**src/anpr_consts.svh**
```systemverilog
// register offsets, field positions and reset values of the next-page registers
`ifndef ANPR_CONSTS_SVH
`define ANPR_CONSTS_SVH

`define ANPR_REG_PARTNER    5'h05
`define ANPR_REG_EXPANSION  5'h06
`define ANPR_REG_TRANSMIT   5'h07

`define ANPR_BIT_MORE       15
`define ANPR_BIT_CONFIRM    14
`define ANPR_BIT_FORMATTED  13
`define ANPR_BIT_COMPLY     12
`define ANPR_BIT_SYNC       11
`define ANPR_CODE_MSB       10
`define ANPR_CODE_W         11

`define ANPR_EXP_FAULT      4
`define ANPR_EXP_PARTNER_NP 3
`define ANPR_EXP_LOCAL_NP   2
`define ANPR_EXP_ARRIVED    1
`define ANPR_EXP_PARTNER_AN 0

`define ANPR_WORD_RST       16'h0000
`define ANPR_RO_TX_MASK     16'h4800
`define ANPR_EXP_PAD        11'h000

`endif

```
**src/anpr_pkg.sv**
```systemverilog
// types shared by the next-page register bank
package anpr_pkg;
    typedef logic [4:0]  anpr_addr_t;
    typedef logic [15:0] anpr_word_t;

    typedef struct packed {
        anpr_word_t partner_word;
        anpr_word_t tx_word;
        logic       tx_pending;
        anpr_word_t rdata;
        logic       rvalid;
    } anpr_state_t;

    typedef struct packed {
        logic flag;
    } anpr_flag_state_t;
endpackage : anpr_pkg

```
**src/anpr_sticky_flag.sv**
```systemverilog
// latched-high status flag, cleared by a status read
`timescale 1ns/1ns
module anpr_sticky_flag (
    // clock and reset
    input  wire logic sys_clk_i,
    input  wire logic rst_i,
    // event and clear
    input  wire logic set_i,
    input  wire logic clr_i,
    // flag
    output logic      flag_o
);
    import anpr_pkg::*;

    anpr_flag_state_t s_ff;
    anpr_flag_state_t nxt_s;

    always_comb begin
        nxt_s = s_ff;
        // set beats clear so an event during the read is kept
        if (set_i) begin
            nxt_s.flag = 1'b1;
        end else if (clr_i) begin
            nxt_s.flag = 1'b0;
        end
    end

    always_ff @(posedge sys_clk_i or posedge rst_i) begin
        if (rst_i) begin
            s_ff <= '0;
        end else begin
            s_ff <= nxt_s;
        end
    end

    assign flag_o = s_ff.flag;
endmodule : anpr_sticky_flag

```
**src/anpr_regs.sv**
```systemverilog
// next-page partner, expansion and transmit registers of one port
`timescale 1ns/1ns
`include "anpr_consts.svh"
module anpr_regs #(
    parameter int TECH_N = 3
) (
    // clock and reset
    input  wire logic               sys_clk_i,
    input  wire logic               rst_i,
    // management register access
    input  wire anpr_pkg::anpr_addr_t mgmt_addr_i,
    input  wire logic               mgmt_wr_i,
    input  wire logic               mgmt_rd_i,
    input  wire anpr_pkg::anpr_word_t mgmt_wdata_i,
    output anpr_pkg::anpr_word_t    mgmt_rdata_o,
    output logic                    mgmt_rvalid_o,
    // arbitration function, received pages and status
    input  wire logic               rx_page_valid_i,
    input  wire anpr_pkg::anpr_word_t rx_page_word_i,
    input  wire logic [TECH_N-1:0]  tech_link_i,
    input  wire logic               partner_extra_page_support_i,
    input  wire logic               partner_negotiation_capable_i,
    input  wire logic               link_ack_i,
    // arbitration function, transmit side
    input  wire logic               base_page_done_i,
    input  wire logic               base_bit11_i,
    input  wire logic               tx_page_sent_i,
    output anpr_pkg::anpr_word_t    tx_page_word_o,
    output logic                    tx_page_ready_o,
    // latched status
    output logic                    multi_technology_link_fault_o,
    output logic                    page_arrived_flag_o
);
    import anpr_pkg::*;

    // fault detection needs at least two technologies to compare
    if (TECH_N < 2) begin : g_tech_check
        $error("TECH_N must be at least 2");
    end

    // true when two or more technologies see link at once
    function automatic logic multi_link(input logic [TECH_N-1:0] v);
        int n;
        n = 0;
        for (int i = 0; i < TECH_N; i++) begin
            n = n + int'(v[i]);
        end
        return n > 1;
    endfunction : multi_link

    anpr_state_t s_ff;
    anpr_state_t nxt_s;
    logic        fault_q;
    logic        arrived_q;
    logic        exp_read;
    logic        fault_set;

    assign exp_read  = mgmt_rd_i && (mgmt_addr_i == `ANPR_REG_EXPANSION);
    assign fault_set = multi_link(tech_link_i);

    anpr_sticky_flag u_fault (
        .sys_clk_i (sys_clk_i),
        .rst_i     (rst_i),
        .set_i     (fault_set),
        .clr_i     (exp_read),
        .flag_o    (fault_q)
    );

    anpr_sticky_flag u_arrived (
        .sys_clk_i (sys_clk_i),
        .rst_i     (rst_i),
        .set_i     (rx_page_valid_i),
        .clr_i     (exp_read),
        .flag_o    (arrived_q)
    );

    always_comb begin
        nxt_s = s_ff;
        nxt_s.rvalid = mgmt_rd_i;
        // whole received word kept, field positions as the partner sent
        if (rx_page_valid_i) begin
            nxt_s.partner_word = rx_page_word_i;
        end
        // partner sync bit is read straight from its word
        // software fields only; confirm and sync bits are not writable
        if (mgmt_wr_i && mgmt_addr_i == `ANPR_REG_TRANSMIT) begin
            nxt_s.tx_word = (mgmt_wdata_i & ~`ANPR_RO_TX_MASK)
                          | (s_ff.tx_word & `ANPR_RO_TX_MASK);
        end
        nxt_s.tx_word[`ANPR_BIT_CONFIRM] = link_ack_i;
        if (base_page_done_i) begin
            nxt_s.tx_word[`ANPR_BIT_SYNC] = ~base_bit11_i;
        end else if (tx_page_sent_i) begin
            nxt_s.tx_word[`ANPR_BIT_SYNC] =
                ~s_ff.tx_word[`ANPR_BIT_SYNC];
        end
        // a write in the sent cycle is a fresh page, so it stays pending
        if (mgmt_wr_i && mgmt_addr_i == `ANPR_REG_TRANSMIT) begin
            nxt_s.tx_pending = 1'b1;
        end else if (tx_page_sent_i) begin
            nxt_s.tx_pending = 1'b0;
        end
        nxt_s.rdata = `ANPR_WORD_RST;
        if (mgmt_rd_i) begin
            case (mgmt_addr_i)
                `ANPR_REG_PARTNER: begin
                    nxt_s.rdata = s_ff.partner_word;
                end
                `ANPR_REG_EXPANSION: begin
                    nxt_s.rdata = {`ANPR_EXP_PAD,
                                   fault_q,
                                   partner_extra_page_support_i,
                                   1'b1,
                                   arrived_q,
                                   partner_negotiation_capable_i};
                end
                `ANPR_REG_TRANSMIT: begin
                    nxt_s.rdata = s_ff.tx_word;
                end
                default: begin
                    nxt_s.rdata = `ANPR_WORD_RST;
                end
            endcase
        end
    end

    always_ff @(posedge sys_clk_i or posedge rst_i) begin
        if (rst_i) begin
            s_ff <= '0;
        end else begin
            s_ff <= nxt_s;
        end
    end

    assign mgmt_rdata_o                  = s_ff.rdata;
    assign mgmt_rvalid_o                 = s_ff.rvalid;
    assign tx_page_word_o                = s_ff.tx_word;
    assign tx_page_ready_o               = s_ff.tx_pending;
    assign multi_technology_link_fault_o = fault_q;
    assign page_arrived_flag_o           = arrived_q;
endmodule : anpr_regs

```
**config.mk**
```make
export PLATFORM = sky130hd
export DESIGN_NAME = anpr_regs
export DESIGN_NICKNAME = d
export VERILOG_FILES = /design/src/anpr_pkg.sv /design/src/anpr_sticky_flag.sv /design/src/anpr_regs.sv
export VERILOG_INCLUDE_DIRS = /design/src
export SDC_FILE = /design/constraint.sdc
export NUM_CORES = 1
export LEC_CHECK = 0
export BUFFER_PORTS_ARGS = -buffer_cell sky130_fd_sc_hd__buf_2
export CELL_PAD_IN_SITES_DETAIL_PLACEMENT = 0
export CELL_PAD_IN_SITES_GLOBAL_PLACEMENT = 2
export CORE_MARGIN = 10
export CORE_UTILIZATION = 28
export CTS_CLUSTER_DIAMETER = 120
export CTS_CLUSTER_SIZE = 30
export DETAILED_ROUTE_END_ITERATION = 8
export PLACE_DENSITY_LB_ADDON = 0.1
export SLEW_MARGIN = 20
export SYNTH_ARGS = -nofsm -noshare
export SYNTH_HDL_FRONTEND = slang
export SYNTH_SLANG_ARGS = --single-unit
```
**constraint.sdc**
```tcl
create_clock -name sys_clk_i -period 1.3 [get_ports sys_clk_i]
set_input_delay 0.065 -clock sys_clk_i [delete_from_list [all_inputs] [get_ports sys_clk_i]]
set_output_delay 0.065 -clock sys_clk_i [all_outputs]
set_load 0.05 [all_outputs]
```
* Word level (Yosys, flattened, before mapping)
Index checks and enable logic that the tools add are counted.
** Word-level totals
- Bits in registers :: 52
- Input bits :: 51
- Output and inout bits :: 36
- Word-level logic and storage cells :: 34
** Operators by class
- $add $sub $neg :: 2
- $lt $le $gt $ge :: 1
- Eq/ne operators :: 3
- Muxes and demuxes :: 10
- Bitwise logic cells :: 3
- Reduce and logical (&&, ||, !) cells :: 6
** Operators by type and width (number)
- 16-bit one-hot mux with 3 select lines :: 1
- 16-bit two-way mux :: 1
- 16-bit by 15-bit bitwise OR with 16-bit output :: 1
- 5-bit by 3-bit equality test with 1-bit output (second input constant) :: 3
- 12-bit two-way mux :: 1
- 1-bit two-way mux :: 7
- 2-bit nonzero test :: 3
- 2-bit by 1-bit adder with 3-bit output :: 1
- 3-bit by 1-bit > comparator with 1-bit output (second input constant) :: 1
- 3-bit nonzero test :: 1
- 1-bit by 1-bit adder with 2-bit output :: 1
- 1-bit logical AND :: 2
- 1-bit NOT :: 2

* Longest topological paths before layout
Gate-level depths: netlist of the first run.
- Word-level depth :: 5
- Mapped depth :: 6
- Gate-level depth less buffers :: 3

* By module
A second synthesis of the first run with hierarchy kept.
** Second synthesis, totals
- Cell total of the unflattened synthesis :: 180
- Area total of the unflattened synthesis :: 2362.3 um^2
** By module, submodules not included
- anpr_regs :: instances 1, cells each 172, area an instance 2282.2 um^2, sequential area each 1251.2 um^2
- anpr_sticky_flag :: instances 2, cells each 4, area an instance 40.0 um^2, sequential area each 25.0 um^2

* Least setup slack after synthesis of the first run
Ideal clock, no wire load.
- Kind :: flip-flop to flip-flop
- From :: register u_fault.s_ff (netlist: u_fault.flag_o)
- To :: register s_ff, in the netlist mgmt_rdata_o[4]
- Library setup time :: 0.121 ns
- Data arrival time :: 1.096 ns
- Path slack :: 0.083 ns
- Cell stages (with the launch flop) :: 4
- Clock period less this slack :: 1.217 ns
- Path through :: dfrtp_1 mux2_2 a22oi_1 nor2_1
** RTL lines
- from (decl) :: RTL line anpr_sticky_flag.sv:15 : anpr_flag_state_t s_ff;
- from (signal assigned) :: RTL line anpr_sticky_flag.sv:32 : s_ff <= nxt_s;
- to (signal assigned) :: RTL line anpr_regs.sv:131 : s_ff <= nxt_s;
- to (decl) :: RTL line anpr_regs.sv:51 : anpr_state_t s_ff;

* Final worst setup path of the first run
- From :: register s_ff, in the netlist tx_page_word_o[11]
- To :: output tx_page_word_o[11]
** RTL lines
- to (decl) :: RTL line anpr_regs.sv:28 : output anpr_pkg::anpr_word_t tx_page_word_o,
No word-level cell between the ends.

==> results.py, run 1 <==
metrics = {
    "run_status": {
        "status": "completed",
    },
    "flow_run": {
        "cap_violations": 0,
    },
    "grt": {
        "grt_pass1_vias": 1854,
        "met1_usage_pct": 10.8,
        "antenna_found_initial": 0,
        "grtUsageMet2_pct": 16.2,
        "use_met3_pct": 3.09,
        "grt_max_degree": 53,
        "track_usage_pct": 9.36,
        "grt-busiest-layer": "met2",
        "overflow": 0,
        "grt_pass1_wl_um": 9610,
    },
    "synthesis": {
        "syn_inst": 174,
        "yosys_most_used_dff": "dfrtp_1",
        "syn_area_um2": 2380,
        "ys_seq_area_share_pct": 54.7,
        "synthTopCellsByCount": "dfrtp_1 (52), buf_4 (32), mux2_2 (25)",
        "synth.area.mux_share_pct": 22.1,
        "synthTopCellsByArea": "dfrtp_1 (55%), mux2_2 (12%), buf_4 (10%)",
        "synth.distinct_cells": 25,
        "syn_area_per_cell_um2": 13.7,
        "synth_top_area_share_pct": 54.7,
        "synth.most_common_cell": "dfrtp_1",
        "synth-xor-area-share_pct": 0.368,
        "yosysTopAreaCell": "dfrtp_1",
        "synthAdderAreaFrac_pct": 0.526,
        "synth_top_family_by_area": "multiplexers",
        "ys_ff_latch": 52,
        "synthSimpleGateAreaFrac_pct": 5.79,
        "yosysWarnings": 0,
        "syn-num-nets": 226,
        "synth-compound-area-share_pct": 3.16,
        "synth_edf_count": 0,
        "async_flop_share_pct": 100,
    },
    "worst_setup_path": {
        "crit_family": "flip-flops",
        "worstSetupEndpointType": "output pin",
        "r2r_cells": 3,
        "slowest_delay_ps": 400,
        "cp_max_fo": 3,
        "cp-start-kind": "flop",
        "r2r_slack_ps": 270,
        "critPathSlowestCell": "dfrtp_1",
        "worstPathArrival_ps": 980,
        "crit_required_ps": 1240,
        "timing.rr.end": "mgmt_rdata_o[4]",
        "rr_startpoint": "tx_page_word_o[4]",
        "path_cells": "buf_2",
        "startpoint": "tx_page_word_o[11]",
        "critPathBufInv": 1,
        "setup.worst_path.class": "reg2out",
    },
    "worst_hold_path": {
        "min_to": "s_ff[34]",
        "hold_depth": 2,
        "hp-class": "in2reg",
        "holdCritStartpoint": "rx_page_word_i[0]",
    },
    "finish": {
        "fin_util_pct": 38.0,
        "nFillCells": 859,
        "diodes": 0,
        "final_cells": 374,
        "drive_gt1_share_pct": 51.7,
        "num-nets-final": 320,
        "syn_to_final_growth_pct": 32.1,
    },
    "routing": {
        "wirelength_um": 5880,
        "ant_nets": 0,
        "drcViolationCount": 0,
        "wl_per_cell_um": 15.7,
        "num_vias": 1544,
        "viasPerCell": 4.13,
        "first_iter_violations": 32,
        "first_pass_iters": 4,
    },
    "sta": {
        "period_share_pct": 80.6,
        "max-slew-margin-rel_pct": 67.7,
        "setup_viol": 0,
        "maxSlewViolCount": 0,
        "rsz0062_at_grt": "false",
        "worst_hold_slack_ps": 20.6,
        "finalHoldViolCount": 0,
        "worst_pin_slew_ps": 483,
        "fmax_mhz": 954,
        "worst_slack_ps": 252,
        "skew_ps": 2.03,
        "period_minus_slack_ps": 1050,
    },
    "clock_network": {
        "clkLatencyLatePin_ps": 300,
        "clock_path_buffers": 2,
        "cts_setup_buffers": 0,
        "cts_tree": "done",
        "clk_pin_slew_ps": 90,
        "numCtsBuffers": 5,
        "cts_max_level": 2,
        "root_buffer": "clkbuf_8",
        "clock_sinks": 52,
    },
    "power": {
        "p_per_area_nw_per_um2": 1210,
        "internal-power_uw": 2590,
        "ir_worst_vdd_uv": 508,
        "p_switching_uw": 1200,
        "total_power_uw": 3800,
        "pwr-share-clk_pct": 24.9,
        "comb_power_share_pct": 25.9,
        "seqPwrFrac_pct": 49.2,
        "leakage_uw": 0.00158,
        "swShare_pct": 31.7,
    },
    "floorplanning": {
        "die-area_um2": 12600,
        "fp.dieW_um": 112,
        "start_util_pct": 28.8,
        "die_y_um": 112,
        "rows": 33,
        "core-area_um2": 8260,
        "num_io_pins": 87,
    },
    "place": {
        "post-place-ws_ps": -64.7,
        "port_buffers": 84,
        "place_congestion": 0.781,
        "placed_cells": 332,
    },
}
## placed cells by master, fill, tap and decap left out, types with 2 or more instances in the layout
| cell | instances |
|---|---|
| mux2i_1 | 11 |
| mux2_4 | 9 |
| a21oi_1 | 2 |
| clkbuf_8 | 6 |
| mux2_2 | 25 |
| dfrtp_1 | 52 |
| inv_1 | 2 |
| dlygate4sd3_1 | 34 |
| clkinv_2 | 2 |
| buf_2 | 84 |
| a22oi_1 | 4 |
| nor2_1 | 16 |
| buf_4 | 8 |
## layer usage
metal	wire length, um	up-vias	share of wire, %
li1	-	743	-
met4	61	0	1.0
met2	2900	50	49
met1	2550	745	43
met3	366	6	6.2
met5	0	-	0
## sequential cells by signal, summed over array words and instances, names as in the netlist
| signal | cells |
|---|---|
| u_fault.flag_o | 1 |
| tx_page_word_o | 16 |
| s_ff | 16 |
| mgmt_rdata_o | 16 |
| u_arrived.flag_o | 1 |
| tx_page_ready_o | 1 |
| mgmt_rvalid_o | 1 |
## cells by family (layout without fill, tap and decap cells)
kind of cell	after synthesis	after routing
buffers and inverters	43	138
multiplexers	45	45
flip-flops	52	52
AND/OR/NAND/NOR	22	22
AO/OA/AOI/OAI	10	10
XOR/XNOR	1	1
adder cells (fa/ha/maj)	1	1
## what timing repair did
| item | CTS | global route |
|---|---|---|
| hold buffers | 33 | 1 |
| endpoints found under the hold margin | 83 | 1 |
| resized for setup | 0 | 0 |
## final cells by class
cell class / instances / area [um^2] / share of cell area [%]
Sequential cell: 52 / 1300 / 41.4
Multi-Input combinational cell: 79 / 761 / 24.2
Tap cell: 105 / 131 / 4.18
Clock inverter: 2 / 10.0 / 0.319
Clock buffer: 6 / 82.6 / 2.63
Timing Repair Buffer: 127 / 841 / 26.8
Inverter: 3 / 15.0 / 0.478
## power by group through the flow
| stage | registers (uW) | logic [uW] | clock network [uW] |
|---|---|---|---|
| finish | 1870 | 985 | 945 |
| CTS | 1870 | 1000 | 1020 |
| global placement | 1890 | 915 | 0 |
| detailed placement | 1900 | 921 | 0 |
| floorplan | 1880 | 803 | 0 |
| global route | 1890 | 1060 | 1050 |
## per-stage QoR
stage	TNS (ps)	area, um^2
6_report	0	3140
5_1_grt	0	3140
4_1_cts	0	3130
3_5_place_dp	-465	2710
3_3_place_gp	-309	2710
2_1_floorplan	0	2380
## worst max path at each step
stage / endpoint / cells past startpoint
floorplan: mgmt_rdata_o[4] / 3
global placement: tx_page_word_o[15] / 5
detailed placement: tx_page_word_o[12] / 5
CTS: tx_page_word_o[11] / 1
global route: mgmt_rdata_o[4] / 3
finish: tx_page_word_o[11] / 1
Note: power is estimated with default switching activity, not from simulation.
==> inputs of run 2 (changes only) <==
--- a/config.mk
+++ b/config.mk
@@ -10,7 +10,7 @@
 export CELL_PAD_IN_SITES_DETAIL_PLACEMENT = 0
 export CELL_PAD_IN_SITES_GLOBAL_PLACEMENT = 2
 export CORE_MARGIN = 10
-export CORE_UTILIZATION = 28
+export CORE_UTILIZATION = 31
 export CTS_CLUSTER_DIAMETER = 120
 export CTS_CLUSTER_SIZE = 30
 export DETAILED_ROUTE_END_ITERATION = 8
==> constraint.sdc (replaced) <==
create_clock -name sys_clk_i -period 1.05 [get_ports sys_clk_i]
set_input_delay 0.0525 -clock sys_clk_i [delete_from_list [all_inputs] [get_ports sys_clk_i]]
set_output_delay 0.0525 -clock sys_clk_i [all_outputs]
set_load 0.05 [all_outputs]
==> results.py, run 2 (synthesis gave the netlist of run 1 again) <==
metrics = {
    "run_status": {
        "status": "completed",
    },
    "worst_setup_path": {
        "cp_max_fo": 2,
        "cp-start-kind": "flop",
        "crit_required_ps": 1000,
        "path_cells": "buf_6 > buf_8",
        "slowest_delay_ps": 410,
        "setup.worst_path.class": "reg2out",
        "critPathSlowestCell": "dfrtp_2",
        "crit_family": "flip-flops",
        "worstSetupEndpointType": "output pin",
        "critPathBufInv": 2,
        "worstPathArrival_ps": 970,
    },
    "clock_network": {
        "clkLatencyLatePin_ps": 300,
        "clock_path_buffers": 2,
        "cts_max_level": 2,
        "numCtsBuffers": 5,
        "clk_pin_slew_ps": 90,
        "cts_tree": "done",
        "clock_sinks": 52,
        "root_buffer": "clkbuf_8",
    },
    "sta": {
        "maxSlewViolCount": 0,
        "worst_pin_slew_ps": 459,
        "setup_viol": 0,
        "max-slew-margin-rel_pct": 69.4,
        "finalHoldViolCount": 0,
        "skew_ps": 6.04,
        "rsz0062_at_grt": "true",
        "period_share_pct": 97.0,
        "fmax_mhz": 982,
        "period_minus_slack_ps": 1020,
        "worst_hold_slack_ps": 10.3,
    },
    "grt": {
        "grt_pass1_vias": 1876,
        "antenna_found_initial": 0,
        "grt_max_degree": 19,
        "overflow": 0,
        "track_usage_pct": 10.8,
        "grt_pass1_wl_um": 9940,
    },
    "finish": {
        "num-nets-final": 331,
        "final_common_cell": "buf_2",
        "mostFrequentLayoutCells": "buf_2 (68), dfrtp_1 (50), dlygate4sd3_1 (34)",
        "seqCellArea_um2": 1300,
        "nFillCells": 708,
        "drive_gt1_share_pct": 55.9,
        "fin_util_pct": 45.6,
        "diodes": 0,
        "syn_to_final_growth_pct": 41.3,
        "fin_area_um2": 3360,
        "multi_input_area_um2": 786,
    },
    "floorplanning": {
        "fp.dieW_um": 108,
        "die-area_um2": 11600,
        "core-area_um2": 7370,
        "start_util_pct": 32.3,
        "num_io_pins": 87,
        "die_y_um": 108,
        "rows": 31,
    },
    "place": {
        "postPlaceCellArea_um2": 2780,
        "dpl.hpwl_um": 4660,
        "place_congestion": 0.777,
        "port_buffers": 84,
    },
    "routing": {
        "wl_per_cell_um": 15.9,
        "num_vias": 1627,
        "first_pass_iters": 4,
        "drcViolationCount": 0,
        "first_iter_violations": 25,
        "wirelength_um": 5990,
        "ant_nets": 0,
        "viasPerCell": 4.30,
    },
    "worst_hold_path": {
        "hp-class": "in2reg",
    },
    "power": {
        "p_per_area_nw_per_um2": 1480,
        "leakage_uw": 0.00166,
        "ir_worst_vdd_uv": 507,
        "total_power_uw": 4980,
    },
    "flow_run": {
        "cap_violations": 0,
    },
}
## run 2: changes by cell type in the layout (fill, tap and decap cells not counted), moves of 4 or more
cell      before  now
clkbuf_4       0    9
buf_8          0    5
buf_2         84   68
a22oi_2        0    4
buf_4          8   14
a22oi_1        4    0
buf_6          0    6
## run 2: layout make-up
| cell class | instances | area share [%] |
|---|---|---|
| clock buffer | 7 | 2.87 |
| inverter | 3 | 0.447 |
| multi-input combinational | 79 | 23.4 |
| sequential | 52 | 38.8 |
| tap | 99 | 3.69 |
| timing repair buffer | 138 | 30.8 |
## run 2: routing by layer
metal / up-vias / wire [um] / GRT usage [%]
met3: 5 / 386 / 3.89
met1: 807 / 2400 / 12.3
met2: 49 / 3150 / 18.8
met4: 0 / 53 / 2.58
li1: 766 / - / -
met5: - / 0 / 0
## run 2: path summary, 6_finish.rpt
path	from	endpoint	slack, ps	depth (start not counted)
max in group asynchronous	rst_i	mgmt_rdata_o[3]	380	4
min	tech_link_i[1]	u_fault.flag_o	10	2
min reg2reg	tx_page_ready_o	tx_page_ready_o	490	1
max	u_fault.flag_o	multi_technology_link_fault_o	30	2
max reg2reg	u_fault.flag_o	mgmt_rdata_o[4]	30	3
min in group asynchronous	rst_i	mgmt_rdata_o[9]	250	3
## run 2: power by group
| part | internal (uW) | switching, uW | total, uW |
|---|---|---|---|
| sequential | 2190 | 128 | 2310 |
| clock | 588 | 621 | 1210 |
| combinational | 685 | 770 | 1460 |
## run 2: worst reg2reg max path, stage by stage (launching register included)
cell	delay [ps]
dfrtp_2	410
mux2_2	270
a22oi_2	170
nor2_1	60
## run 2: stage by stage
step,setup WS [ps],std cells,setup TNS [ps]
floorplan,-136,174,-1520
global placement,-266,335,-3880
detailed placement,-290,335,-4220
CTS,1.20,375,0
global route,-11.2,378,-26.5
finish,31.7,378,0
## run 2: what timing repair did
item	CTS	global route
hold buffers	33	1
endpoints found under the setup margin	6	31
gates resized for setup	10	28
setup buffers	0	2
endpoints found under the hold margin	61	1
pin swaps	0	2
